**src/rtl/adc_readout_map.vh**
```
// Constants for the dual converter readout block: timing, codes, layout.
// Assumes a 40 MHz system clock; all cycle counts are derived from it.
`ifndef ADC_READOUT_MAP_VH
`define ADC_READOUT_MAP_VH

`define CLK_PERIOD_NS     25
`define HOLD_MIN_NS       15
`define HOLD_MIN_CYCLES   ((`HOLD_MIN_NS + `CLK_PERIOD_NS - 1) / `CLK_PERIOD_NS)
`define CONV_TIME_NS      1750
`define CONV_CYCLES       (`CONV_TIME_NS / `CLK_PERIOD_NS)
`define ACQ_TIME_NS       250
`define ACQ_CYCLES        (`ACQ_TIME_NS / `CLK_PERIOD_NS)
`define CNT_W             7

`define VALID_BIT         15
`define CHAN_MSB          14
`define CHAN_LSB          12
`define RESULT_MSB        11
`define RESULT_LSB        0

`define PAIR_A            2'h0
`define PAIR_B            2'h1
`define PAIR_C            2'h2
`define CHAN_COUNT        3'h6
`define SEL_NEXT_A        3'h6
`define SEL_NEXT_B        3'h7

`define WORD_RESET        16'h0000
`define VALID_RESET       6'h00

`endif

```
**src/rtl/result_store.v**
```verilog
// Six-word result memory, one word per input channel.
// Assumes one write and one read address per clock; read data is registered.
`timescale 1ns/10ps
module result_store (
	input  wire        clock,
	input  wire        writeEn,
	input  wire [2:0]  writeAddr,
	input  wire [11:0] writeData,
	input  wire [2:0]  readAddr,
	output reg  [11:0] readData_q
);
	reg [11:0] mem [0:5];

	always @(posedge clock) begin
		if (writeEn) begin
			mem[writeAddr] <= writeData;
		end
		readData_q <= mem[readAddr];
	end
endmodule

```
**src/rtl/adc_readout.v**
```verilog
// Conversion sequencing and parallel readout of a dual six-channel converter.
// Assumes host pins are synchronous to clock; the two converter cores
// present their 12-bit results when the conversion time has elapsed.
`timescale 1ns/10ps
`include "adc_readout_map.vh"

module adc_readout (
	input  wire        clock,
	input  wire        rst_n,
	input  wire        pairASampleFreezeN,
	input  wire        pairBSampleFreezeN,
	input  wire        pairCSampleFreezeN,
	input  wire        readStrobeN,
	input  wire        chipSelectN,
	input  wire        byteSplit,
	input  wire        channelModeSel2,
	input  wire        channelModeSel1,
	input  wire        channelModeSel0,
	input  wire [11:0] converter0Result,
	input  wire [11:0] converter1Result,
	output wire        pairAHold,
	output wire        pairBHold,
	output wire        pairCHold,
	output wire        busyN,
	output wire [15:0] dataOut,
	output wire        dataOutEn
);
	localparam IDLE = 3'h0;
	localparam CONV = 3'h1;
	localparam WRLO = 3'h2;
	localparam WRHI = 3'h3;
	localparam ACQ  = 3'h4;

	reg  [2:0]        state_q;
	reg  [2:0]        state_d;
	reg  [`CNT_W-1:0] count_q;
	reg  [`CNT_W-1:0] count_d;
	reg  [1:0]        pair_q;
	reg  [1:0]        pair_d;
	reg  [2:0]        holdPrev_q;
	reg  [2:0]        freeze_q;
	reg  [5:0]        valid_q;
	reg  [5:0]        validClr;
	reg  [5:0]        validSet;
	reg  [2:0]        nextPtr_q;
	reg  [2:0]        chanDly_q;
	reg               validDly_q;
	reg               bytePhase_q;
	reg               reading_q;
	reg  [15:0]       pinWord_q;
	reg  [11:0]       hiResult_q;
	reg               writeEn;
	reg  [2:0]        writeAddr;
	reg  [11:0]       writeData;
	wire [2:0]        holdNow;
	wire [2:0]        holdFall;
	wire [2:0]        modeSel;
	wire [2:0]        readChan;
	wire              reading;
	wire              readEnd;
	wire [11:0]       memData;
	wire [15:0]       word;

	function [2:0] wrapInc;
		input [2:0] v;
		begin
			if (v == `CHAN_COUNT - 3'h1) begin
				wrapInc = 3'h0;
			end else begin
				wrapInc = v + 3'h1;
			end
		end
	endfunction

	assign holdNow  = {pairCSampleFreezeN, pairBSampleFreezeN,
		pairASampleFreezeN};
	assign holdFall = holdPrev_q & ~holdNow;
	assign modeSel  = {channelModeSel2, channelModeSel1, channelModeSel0};
	assign readChan = (modeSel == `SEL_NEXT_A || modeSel == `SEL_NEXT_B) ?
		nextPtr_q : modeSel;
	assign reading  = ~readStrobeN & ~chipSelectN;
	assign readEnd  = reading_q & ~reading;
	assign pairAHold = freeze_q[0];
	assign pairBHold = freeze_q[1];
	assign pairCHold = freeze_q[2];
	assign busyN     = ~(state_q == CONV || state_q == WRLO ||
		state_q == WRHI);
	assign dataOut   = pinWord_q;
	assign dataOutEn = reading;
	assign word = {validDly_q, chanDly_q, memData};

	result_store store (
		.clock      (clock),
		.writeEn    (writeEn),
		.writeAddr  (writeAddr),
		.writeData  (writeData),
		.readAddr   (readChan),
		.readData_q (memData)
	);

	always @* begin
		state_d   = state_q;
		count_d   = count_q;
		pair_d    = pair_q;
		writeEn   = 1'b0;
		writeAddr = {pair_q, 1'b0};
		writeData = converter0Result;
		validSet  = 6'h00;
		case (state_q)
			IDLE: begin
				count_d = {`CNT_W{1'b0}};
				if (freeze_q[0]) begin
					pair_d  = `PAIR_A;
					state_d = CONV;
				end else if (freeze_q[1]) begin
					pair_d  = `PAIR_B;
					state_d = CONV;
				end else if (freeze_q[2]) begin
					pair_d  = `PAIR_C;
					state_d = CONV;
				end
			end
			CONV: begin
				count_d = count_q + 1'b1;
				if (count_q == `CONV_CYCLES - 1) begin
					state_d = WRLO;
				end
			end
			WRLO: begin
				writeEn  = 1'b1;
				validSet = 6'h01 << {pair_q, 1'b0};
				state_d  = WRHI;
			end
			WRHI: begin
				writeEn   = 1'b1;
				writeAddr = {pair_q, 1'b1};
				writeData = hiResult_q;
				validSet  = 6'h01 << {pair_q, 1'b1};
				count_d   = {`CNT_W{1'b0}};
				state_d   = ACQ;
			end
			ACQ: begin
				count_d = count_q + 1'b1;
				if (count_q == `ACQ_CYCLES - 1) begin
					state_d = IDLE;
				end
			end
			default: begin
				state_d = IDLE;
			end
		endcase
	end

	always @* begin
		validClr = 6'h00;
		if (readEnd && (!byteSplit || bytePhase_q)) begin
			validClr = 6'h01 << readChan;
		end
	end

	always @(posedge clock) begin
		if (!rst_n) begin
			state_q     <= IDLE;
			count_q     <= {`CNT_W{1'b0}};
			pair_q      <= `PAIR_A;
			holdPrev_q  <= 3'h7;
			freeze_q    <= 3'h0;
			valid_q     <= `VALID_RESET;
			nextPtr_q   <= 3'h0;
			chanDly_q   <= 3'h0;
			validDly_q  <= 1'b0;
			bytePhase_q <= 1'b0;
			reading_q   <= 1'b0;
			pinWord_q   <= `WORD_RESET;
			hiResult_q  <= 12'h000;
		end else begin
			state_q    <= state_d;
			count_q    <= count_d;
			pair_q     <= pair_d;
			holdPrev_q <= holdNow;
			reading_q  <= reading;
			freeze_q <= holdFall |
				(freeze_q & ~((state_q == ACQ) ? (3'h1 << pair_q) : 3'h0));
			if (state_q == WRLO) begin
				hiResult_q <= converter1Result;
			end
			valid_q <= (valid_q & ~validClr) | validSet;
			chanDly_q  <= readChan;
			validDly_q <= valid_q[readChan];
			if (readEnd) begin
				bytePhase_q <= byteSplit & ~bytePhase_q;
				if ((!byteSplit || bytePhase_q) &&
					(modeSel == `SEL_NEXT_A || modeSel == `SEL_NEXT_B)) begin
					nextPtr_q <= wrapInc(nextPtr_q);
				end
			end
			if (!reading) begin
				if (byteSplit) begin
					pinWord_q <= bytePhase_q ? {8'h00, word[7:0]} :
						{8'h00, word[15:8]};
				end else begin
					pinWord_q <= word;
				end
			end
		end
	end
endmodule

```
**config.mk**
```make
export PLATFORM = sky130hd
export DESIGN_NAME = adc_readout
export DESIGN_NICKNAME = d
export VERILOG_FILES = /design/src/rtl/result_store.v /design/src/rtl/adc_readout.v
export VERILOG_INCLUDE_DIRS = /design/src /design/src/rtl
export SDC_FILE = /design/constraint.sdc
export NUM_CORES = 1
export LEC_CHECK = 0
export ABC_AREA = 1
export BUFFER_PORTS_ARGS = -buffer_cell sky130_fd_sc_hd__buf_4
export CAP_MARGIN = 20
export CORE_ASPECT_RATIO = 0.75
export CORE_MARGIN = 2
export CORE_UTILIZATION = 30
export DETAILED_ROUTE_END_ITERATION = 16
export SETUP_SLACK_MARGIN = 0.02
export SYNTH_ARGS = -nofsm -noshare
export SYNTH_HDL_FRONTEND = slang
export SYNTH_SLANG_ARGS = --single-unit
```
**constraint.sdc**
```tcl
create_clock -name clock -period 4.6 [get_ports clock]
set_clock_uncertainty 0.15 [all_clocks]
set_input_delay 0.92 -clock clock [delete_from_list [all_inputs] [get_ports clock]]
set_output_delay 0.92 -clock clock [all_outputs]
set_load 0.005 [all_outputs]
```
# After elaboration in Yosys (flattened, before gate mapping)
# Memories as Yosys holds them, arrays and structs flattened. A register that Yosys moved wholly into a read port is not among the register bits.
# Cells that the tools add are included.
# totals
ff_bits	61
mem_bits_rw	72
in_bits	35
out_inout_bits	21
elab_cells	89
n_memories	1
# classes
add_sub_neg	2
order_cmp	1
n_eq_ne	12
shifts	4
n_mux	24
bitwise	16
n_reduce_logical	16
# mem_list
name	depth	width	rd	rd_clocked_by_memory_dff	write_ports	line_no	rtl
store.mem	6	12	1	1	1	result_store.v:12	reg [11:0] mem [0:5];
# ops
operator	n
$mux 3	8
$shl 1x3->6 const A	3
$mux 16	1
$pmux 3 s5	1
$pmux 7 s2	1
$eq 3x3->1 const B	4
$mux 12	1
$pmux 6 s2	1
$mux 8	1
$add 7x1->7 const B	1
$eq 7x4->1 const B	1
$eq 7x7->1 const B	1
$and 3x3->3	2
$and 6x6->6	1
$eq 3x2->1 const B	2
$mux 2	3
$mux 6	1
$not 3->3	2
$not 6->6	1
$or 6x6->6	1
$reduce_or 2->1	3
$mux 1	5
$not 1->1	5
$logic_or 1x1->1	4
17 further kinds	21

# Logic depth before layout (Yosys ltp)
# Gate-level depths: netlist of run 1.
# depth
word_depth	9
mapped_depth	11

# Cells and area by module
# A second synthesis of run 1 with hierarchy kept.
# unflattened
cells_unflattened	637
hier_area_um2	5868.1
# modules_own_cells
mod	instances	cells_per_inst	area_per_inst_um2	seq_area_each_um2
result_store	1	244	3143.0	2402.3
adc_readout	1	393	2725.1	1221.2

# Least setup slack after synthesis of run 1
# Ideal clock, no wire load.
# synth_timing
kind	input to output
from	input port chipSelectN
to	output port dataOutEn
arrival_ns	1.026
required_ns	3.530
setup_slack_ns	2.504
cell_stages	1
cell_sequence	nor2_1
# synth_via
elab_chain_len	2
# synth_rtl
item	line_no	rtl
start, declared	adc_readout.v:14	input wire chipSelectN,
$not 1->1	adc_readout.v:81	assign reading = ~readStrobeN & ~chipSelectN;
$and 1x1->1	adc_readout.v:81	
end, declared	adc_readout.v:26	output wire dataOutEn
# Every way passes these cells.

# Worst setup path after layout of run 1
# layout_timing
from	register state_q[2]
to	memory store.mem[2][1], data pin
# layout_via
elab_chain_len	2
# layout_rtl
item	line_no	rtl
start, declared	adc_readout.v:34	reg [2:0] state_q;
start signal, assigned	adc_readout.v:177	state_q <= state_d;
$eq 3x2->1	adc_readout.v:109	case (state_q)
$mux 12	adc_readout.v:109	
via store.writeData[1]	result_store.v:8	input wire [11:0] writeData,
end, declared	result_store.v:12	
# The timed path passes the listed nets, and every way through them passes these cells.

==> results of run 1 <==
power groups by stage:
stage / clock network (uW) / logic, uW / registers (uW)
finish: 1500 / 317 / 1470
global route: 1580 / 363 / 1480
CTS: 1530 / 320 / 1470
detailed placement: 0 / 319 / 1500
global placement: 0 / 316 / 1500
floorplan: 0 / 211 / 1490
cells in the final DEF, fill, tap and decap left out, types with 3 or more instances in the layout:
cell type,n
or2_0,8
nand2_1,235
nand3_1,17
inv_2,7
a21oi_1,26
nor2_1,53
bufinv_16,5
clkbuf_16,17
o211ai_1,8
o21bai_1,5
buf_4,60
edfxtp_1,72
dfxtp_1,73
o21ai_1,16
clkinv_4,3
inv_1,49
o21ai_0,37
metal layers:
layer	vias to the layer above	part of all wire, %
met3	14	6.6
li1	2219	-
met5	-	0
met2	112	41
met4	0	1.3
met1	1908	51
cell type report:
| type | count | area, um2 |
|---|---|---|
| tap | 253 | 316.6 |
| sequential | 145 | 3623 |
| inverter | 56 | 210.2 |
| multi-input combinational | 425 | 1861 |
| clock buffer | 19 | 432.9 |
| timing repair buffer | 60 | 450.4 |
| clock inverter | 13 | 210.2 |
| fill | 1938 | 12050 |
flip-flops by register name (all words and copies together) (netlist names):
signal	cells
hiResult_q	12
bytePhase_q	1
store.mem	72
pair_q	2
store.readData_q	12
validDly_q	1
state_q	3
valid_q	6
nextPtr_q	3
chanDly_q	3
count_q	7
dataOut	16
holdPrev_q	3
reading_q	1
freeze_q	3
worst min-delay path: cells and delay by family, from the launching register on:
family	cells	cell delay, ns
flops	1	0.29
buf+inv	1	0.06
compound gates	1	0.05
logic make-up (layout without fill, tap and decap cells):
group                      after synthesis  count (layout)  share of synthesized area, %
and+or+nand+nor                        323             323                         21.97
DFF                                    145             145                         62.32
AOI/OAI and AO/OA                      100             100                         9.598
buffers and inverters                   78             148                         5.681
adders and majority gates                2               2                        0.4303
worst paths after layout:
kind         slack (ns)                         end  cells after the start
max                2.14   store.mem[2][1]$_DFFE_PP_                      5
min                0.30  hiResult_q[1]$_SDFFE_PN0P_                      2
max reg2reg        2.14   store.mem[2][1]$_DFFE_PP_                      5
min reg2reg        0.30  hiResult_q[1]$_SDFFE_PN0P_                      2
stage by stage:
step                      cell area, um2  hold slack, ns  setup WS, ns  utilization, %
final                               7104          0.2995         2.139           37.08
after global routing                7104          0.3143         1.924           37.08
after CTS                           7104          0.3001         2.156           37.08
after detailed placement            6461          0.2912         2.097           33.73
after global placement              6461          0.2914         2.076           33.73
after floorplan                     5814          0.2746         2.504               -
==> out/results.ini, run 1 <==
[run_status]
status = finished clean

[final_layout]
drive_gt1_share_pct = 14.76
final_cells = 971
area_delta_synth_final_pct = 22.19
insertedDiodeCount = 0
fin_nets = 742

[synthesis]
yosysTopAreaCellShare_pct = 37.19
synth_most_common_cell = nand2_1
synthFlopType = dfxtp_1
synth.distinct_cells = 32
synth-edff-count = 72
yosys_warnings = 0
syn_inst = 648
synth_seq_cells = 145
avgSynthCellArea_um2 = 8.973
yosysSeqAreaShare_pct = 62.32
synth_common_cells = 235 x nand2_1, 73 x dfxtp_1, 72 x edfxtp_1
synth_area_um2 = 5814
syn_nets = 685
async_flop_share_pct = 0
yosys-top-cells-area = edfxtp_1 37%, dfxtp_1 25%, nand2_1 15%, nor2_1 3.4%, o21ai_0 3.2%
synth_largest_area_cell = edfxtp_1

[route]
ant_nets = 0
viasPerCell = 4.380
drt_iter0_markers = 333
vias = 4253
route.final.wire_length_mm = 12.91
dr.pass1.iters = 4
routedWlPerCell_um = 13.30
drc = 0

[global_routing]
use_met1_pct = 19.33
grt_pass1_wl_mm = 20.82
grt_max_degree = 43
grt_use_met2_pct = 18.73
grt_usage_pct = 13.33
antenna_found_initial = 0
top_usage_layer = met1
grt_pass1_vias = 3925
grt_remaining_overflow = 0
met3_usage_pct = 3.830

[floorplan]
die_y_um = 124.6
ios = 56
initial_core_util_pct = 30.35
die_w_um = 164.8
coreArea_um2 = 19160
rows = 44
design.die.area_um2 = 20520

[critical_path]
end_kind = flip-flop
cp.arrival_ns = 2.45
crit_buf_inv = 2
crit_path_start_kind = flip-flop
crit_type = reg2reg
r2r_start = state_q[2]$_SDFFE_PN0P_
crit_start = state_q[2]$_SDFFE_PN0P_
cpMostUsedCell = inv_2
worstPathCellList = inv_2 > nand2_1 > nor2_1 > inv_2 > o21ai_0
cp_top_family = simple AND/OR/NAND/NOR gates
cp.required_ns = 4.59
crit_path_max_incr_delay_ns = 0.73
cp_max_fo = 15
cp_slowest_cell = nor2_1

[sta]
worst_pin_slew_ns = 0.9563
fmax_mhz = 406.3
period_needed_ns = 2.461
rsz0062_at_grt = no
slew_violations = 0
fin_tns_setup_ns = 0
max_slew_margin_pct = 36.01
fin_crit_sh_pct = 53.50
final_hold_viol_count = 0
setup_violations = 0

[placement]
place_congestion = 0.7578
hpwl_mm = 8.537
io_buffer_count = 55
placed_cells = 939

[clocking]
clock_path_buffers = 2
post-cts-setup-buffers = 0
cts.clk_slew.worst_paths_ns = 0.06
cts_resized = 0
clk_latency_ns = 0.43
cts_sinks = 145
tritoncts = built
cts-hold-fix-buffers = 0
root_buffer = clkbuf_16
cts_htree_levels = 4
cts_buffers = 17

[flow_run]
maxCapViolCount = 0

[hold_path]
holdCritPathClass = reg2reg
hold_path_startpoint = hiResult_q[1]$_SDFFE_PN0P_

[power]
p_int_uw = 2511
power_uw = 3285
power.density_nw_per_um2 = 462.3
p_leak_uw = 0.002971
power_frac_comb_pct = 9.7
p_sw_uw = 773.9
p_clk_share_pct = 45.5
ir_drop_uv = 225.0
switching_share_pct = 23.56
pwr-share-seq_pct = 44.8

Note: power is estimated with default switching activity, not from simulation.
==> run 2, diff against run 1 <==
clock period = 2.3 ns   (was 4.6 ns; I/O delays follow)
==> run 2 against run 1 <==
Wire length up 2.1%. Die area is the same. Critical endpoint is now busyN. Largest cell class unchanged. Register-to-register slack worse by 1.6 ns. Global-route usage up 0.50 points. Final area rose by 0.53%. Sequential share of layout area shrank 0.27 points. Combinational power rose by 110%.
==> out/results.ini, run 2 (synthesis results as in run 1) <==
[run_status]
status = finished clean

[global_routing]
grt_use_met2_pct = 19.15  ; +0.42 points
grt_usage_pct = 13.83  ; +0.50 points
grt_pass1_wl_mm = 21.80  ; +4.7%
grt_max_degree = 22  ; -49%
top_usage_layer = met1
grt_pass1_vias = 4175  ; +6.4%
antenna_found_initial = 0  ; unchanged
met3_usage_pct = 3.896  ; +0.067 points
use_met1_pct = 20.47  ; +1.1 points
grt_remaining_overflow = 0  ; unchanged

[critical_path]
worstSetupEndpoint = busyN
crit_buf_inv = 2  ; unchanged
cp_slowest_cell = dfxtp_1
cp.arrival_ns = 1.19  ; -1.26 ns
timing.rr.end = store.mem[5][1]$_DFFE_PP_
worst-r2r-cell-count = 5  ; unchanged
worstPathCellList = inv_1 > nand2_1 > nand2_1 > buf_4
cp.required_ns = 1.69  ; -2.90 ns
cp_max_fo = 4  ; -11
r2r_slack_ns = 0.52  ; -1.62 ns
end_kind = output pin
cp_top_family = flip-flops
crit_path_max_incr_delay_ns = 0.34  ; -0.39 ns
path_depth = 4  ; -1
crit_start = state_q[1]$_SDFFE_PN0P_
crit_type = reg2out
r2r_start = state_q[2]$_SDFFE_PN0P_
cpMostUsedCell = nand2_1
crit_path_start_kind = flip-flop

[clocking]
cts_htree_levels = 4  ; unchanged
tritoncts = built
root_buffer = clkbuf_16
cts-hold-fix-buffers = 0  ; unchanged
cts.clk_slew.worst_paths_ns = 0.07  ; about the same
clock_path_buffers = 2  ; unchanged
post-cts-setup-buffers = 0  ; unchanged
cts_buffers = 17  ; unchanged
cts_sinks = 145  ; unchanged
clk_latency_ns = 0.43  ; about the same
cts_resized = 0  ; unchanged

[sta]
fin_tns_setup_ns = 0  ; unchanged
period_needed_ns = 1.799
fmax_mhz = 555.8
rsz0062_at_grt = no
worst_pin_slew_ns = 0.6565  ; -0.2998 ns
max_slew_margin_pct = 55.77  ; +20 points
setup_violations = 0  ; unchanged
slew_violations = 0  ; unchanged
fin_crit_sh_pct = 78.23
final_hold_viol_count = 0  ; unchanged

[route]
vias = 4362  ; +2.6%
drt_iter0_markers = 362  ; +8.7%
routedWlPerCell_um = 13.41  ; +0.84%
dr.pass1.iters = 5  ; +1
route.final.wire_length_mm = 13.18  ; +2.1%
drc = 0  ; unchanged
ant_nets = 0  ; unchanged
viasPerCell = 4.437  ; +1.3%

[power]
p_leak_uw = 0.003022  ; +1.7%
ir_drop_uv = 421.2  ; +87%
power.density_nw_per_um2 = 892.1  ; +93%

[final_layout]
area_delta_synth_final_pct = 22.83
insertedDiodeCount = 0  ; unchanged
drive_gt1_share_pct = 16.16  ; +1.4 points
fin_nets = 754  ; +1.6%
largest_register = store.mem
final_area_um2 = 7142  ; +0.53%
final_cells = 983  ; +1.2%
final_common_cell = nand2_1
largest_reg_flops = 72  ; unchanged
final_cell_mix = 235 x nand2_1, 73 x dfxtp_1, 72 x buf_4, 72 x edfxtp_1, 53 x nor2_1

[placement]
placed_cells = 951  ; +1.3%
io_buffer_count = 55  ; unchanged
place_area_um2 = 6551  ; +1.4%
hpwl_mm = 9.174  ; +7.5%
place_congestion = 0.7838  ; +3.4%

[floorplan]
die_y_um = 124.6  ; unchanged
rows = 44  ; unchanged
coreArea_um2 = 19160  ; unchanged
die_w_um = 164.8  ; unchanged
initial_core_util_pct = 30.35  ; unchanged
ios = 56  ; unchanged
design.die.area_um2 = 20520  ; unchanged

[hold_path]
holdCritPathClass = in2reg
hold_path_startpoint = pairCSampleFreezeN

[flow_run]
maxCapViolCount = 0  ; unchanged

==> run 2: cell count changes in the layout (fill, tap and decap cells not counted), sizes merged <==
cell	change
buf	+12
clkbuf	+4
bufinv	-4
clkinvlp	-3
inv	+6
clkinv	-3
==> run 2: power by group <==
group / internal, uW / total [uW] / switching [uW]
clock: 1670 / 2770 / 1100
sequential: 2870 / 2940 / 67.3
combinational: 238 / 663 / 425
total: 4780 / 6370 / 1590
==> run 2: worst min-delay path by stage <==
stage / slack (ns) / to / cells past startpoint
2_1_floorplan: 0.27 / hiResult_q[1]$_SDFFE_PN0P_ / 2
3_3_place_gp: 0.29 / freeze_q[0]$_SDFF_PN0_ / 2
3_5_place_dp: 0.29 / freeze_q[0]$_SDFF_PN0_ / 2
4_1_cts: 0.05 / holdPrev_q[2]$_SDFF_PN1_ / 3
5_1_grt: 0.06 / holdPrev_q[2]$_SDFF_PN1_ / 3
6_report: 0.06 / holdPrev_q[2]$_SDFF_PN1_ / 3
==> run 2: per-stage QoR <==
step / utilization [%] / power [uW] / setup WS (ns) / hold WS [ns]
6_report: 37.28 / 6371 / 0.5007 / 0.06362
5_1_grt: 37.28 / 6657 / 0.3108 / 0.06267
4_1_cts: 37.28 / 6414 / 0.4809 / 0.05134
3_5_place_dp: 34.20 / 3663 / 0.3996 / 0.2904
3_3_place_gp: 34.20 / 3652 / 0.3743 / 0.2868
2_1_floorplan: - / 3399 / 0.5642 / 0.2746
==> run 2: cell type report <==
| type | instances | area (um2) |
|---|---|---|
| flip-flops and latches | 145 | 3623 |
| multi-input cells | 425 | 1861 |
| clock inverters | 9 | 88.84 |
| well taps | 253 | 316.6 |
| fillers | 1942 | 12020 |
| clock buffers | 23 | 501.7 |
| inverters | 56 | 210.2 |
| repair buffers | 72 | 540.5 |
==> run 2: worst reg2reg max path: cells and delay by family, from the launching register on <==
family                 cells  cell delay, ns
AOI/OAI and AO/OA          1            0.53
buffers and inverters      2            0.13
DFF                        1            0.34
and+or+nand+nor            2            0.33
==> run 2: routing by layer <==
metal | part of all wire, % | wire length (um)
met1 | 53 | 6920
met2 | 39 | 5197
met3 | 6.9 | 905
met4 | 1.2 | 155
met5 | 0 | 0
==> run 3, diff against run 2 <==
clock period = 1.7 ns   (was 2.3 ns; I/O delays follow)
==> run 3 against run 2 <==
First-iteration DRC count shrank 15%. Critical endpoint unchanged. Via count is essentially flat. Wire length shrank 1.1%. Clock-buffer cell count is the same. Clock power grew 29%. Worst setup slack lost 0.44 ns. Non-clock buffer count grew 16. Critical path type unchanged.
==> out/results.ini, run 3 (synthesis results as in run 1) <==
[final_layout]
final_common_cell = nand2_1
fin_nets = 770  ; +2.1%
insertedDiodeCount = 0  ; unchanged
largest_reg_flops = 72  ; unchanged
final_cells = 999  ; +1.6%
area_delta_synth_final_pct = 27.31
drive_gt1_share_pct = 19.84  ; +3.7 points
nFillCells = 1942  ; unchanged
final_cell_mix = 226 x nand2_1, 75 x buf_4, 72 x dfxtp_1, 72 x edfxtp_1, 52 x nor2_1
fin_util_pct = 38.64  ; +1.4 points
largest_register = store.mem
final_area_um2 = 7402  ; +3.6%

[clocking]
clk_latency_ns = 0.41  ; -0.02 ns
cts_sinks = 145  ; unchanged
root_buffer = clkbuf_16
cts_htree_levels = 4  ; unchanged
clock_path_buffers = 2  ; unchanged
cts.clk_slew.worst_paths_ns = 0.06  ; about the same
cts_buffers = 17  ; unchanged
tritoncts = built

[critical_path]
cp_max_fo = 3  ; -1
cp.required_ns = 1.21  ; -0.48 ns
r2r_start = state_q[2]$_SDFFE_PN0P_
cp.arrival_ns = 1.15  ; -0.04 ns
crit_start = state_q[0]$_SDFFE_PN0P_
crit_path_start_kind = flip-flop
end_kind = output pin
crit_type = reg2out

[route]
vias = 4361  ; -0.023%
viasPerCell = 4.365  ; -1.6%
route.final.wire_length_mm = 13.04  ; -1.1%
drc = 0  ; unchanged
dr.pass1.iters = 5  ; unchanged
routedWlPerCell_um = 13.05  ; -2.7%
ant_nets = 0  ; unchanged
drt_iter0_markers = 307  ; -15%

[floorplan]
coreArea_um2 = 19160  ; unchanged
die_y_um = 124.6  ; unchanged
rows = 44  ; unchanged
die_w_um = 164.8  ; unchanged
ios = 56  ; unchanged
initial_core_util_pct = 30.35  ; unchanged
design.die.area_um2 = 20520  ; unchanged

[sta]
whs_ns = 0.03241  ; -0.03120 ns
fin_crit_sh_pct = 96.29
fmax_mhz = 610.9
final_hold_viol_count = 0  ; unchanged
period_needed_ns = 1.637
worst_pin_slew_ns = 0.4703  ; -0.1862 ns
rsz0062_at_grt = yes
slew_violations = 0  ; unchanged
max_slew_margin_pct = 68.44  ; +13 points
setup_violations = 0  ; unchanged

[global_routing]
grt_pass1_wl_mm = 21.15  ; -3.0%
grt_pass1_vias = 4209  ; +0.81%
antenna_found_initial = 0  ; unchanged
grt_max_degree = 43  ; +95%
grt_usage_pct = 13.33  ; -0.49 points
grt_remaining_overflow = 0  ; unchanged

[hold_path]
hold_path_startpoint = converter1Result[8]
holdCritPathClass = in2reg

[placement]
hpwl_mm = 9.189  ; +0.16%
io_buffer_count = 55  ; unchanged
place_area_um2 = 6719  ; +2.6%
place_congestion = 0.7662  ; -2.2%
placed_cells = 960  ; +0.95%

[power]
ir_drop_uv = 524.8  ; +25%
power_uw = 8545  ; +34%
p_leak_uw = 0.003123  ; +3.3%
power.density_nw_per_um2 = 1154  ; +29%

[run_status]
status = finished clean

[flow_run]
maxCapViolCount = 0  ; unchanged

-- run 3: cell count changes in the layout (fill, tap and decap cells not counted), moves of 3 or more --
| cell | previous run | this run |
|---|---|---|
| nand2_1 | 235 | 226 |
| buf_12 | 0 | 8 |
| nand2_2 | 2 | 10 |
| clkinv_2 | 1 | 7 |
| inv_1 | 49 | 45 |
| inv_6 | 4 | 0 |
| buf_4 | 72 | 75 |
| clkbuf_8 | 1 | 4 |
| dlygate4sd3_1 | 0 | 3 |
-- run 3: area by class of cell --
type | instances | area [um2] | share of cell area (%)
clock inverters | 9 | 47.55 | 0.6423
clock buffers | 23 | 530.5 | 7.167
well taps | 253 | 316.6 | 4.277
flip-flops and latches | 145 | 3625 | 48.97
repair buffers | 88 | 775.7 | 10.48
inverters | 56 | 216.5 | 2.924
multi-input cells | 425 | 1891 | 25.54
-- run 3: worst paths after layout --
| kind | slack (ns) | depth (start not counted) | endpoint |
|---|---|---|---|
| max reg2reg | 0.10 | 5 | store.mem[4][9]$_DFFE_PP_ |
| min reg2reg | 0.30 | 2 | freeze_q[2]$_SDFF_PN0_ |
| min | 0.03 | 3 | hiResult_q[8]$_SDFFE_PN0P_ |
| max | 0.06 | 5 | busyN |
-- run 3: report_power, final --
group / switching [uW] / leakage [uW] / internal, uW
Clock: 1390 / 0.000299 / 2180
Combinational: 613 / 0.00157 / 393
Sequential: 81.8 / 0.00125 / 3890
Total: 2080 / 0.00312 / 6460
-- run 3: worst max-delay path: stages, from the launching register on --
cell,delay [ns]
dfxtp_2,0.31
buf_4,0.14
inv_4,0.06
nand2_4,0.05
nand2_2,0.07
buf_4,0.11
-- run 3: repair_timing --
action / in CTS / in global routing
gates cloned: 0 / 0
hold buffers: 3 / 0
endpoints found under the setup margin: 1 / 99
buffers inserted: 0 / 4
hold endpoints to repair: 3 / 0
pin swaps: 0 / 2
gates resized for setup: 2 / 18
-- run 3: through the flow --
stage	setup WS, ns	setup TNS [ns]
6_report	0.06303	0
5_1_grt	0.009350	0
4_1_cts	0.02069	0
3_5_place_dp	0.05859	0
3_3_place_gp	0.1203	0
2_1_floorplan	-0.03578	-0.9831
-- run 3: metal layers --
metal	track usage, %	vias up	part of all wire, %
met5	0	-	0
met4	4.910	0	1.3
met3	2.831	14	5.0
met2	18.46	100	40
met1	20.24	1973	54
li1	-	2274	-
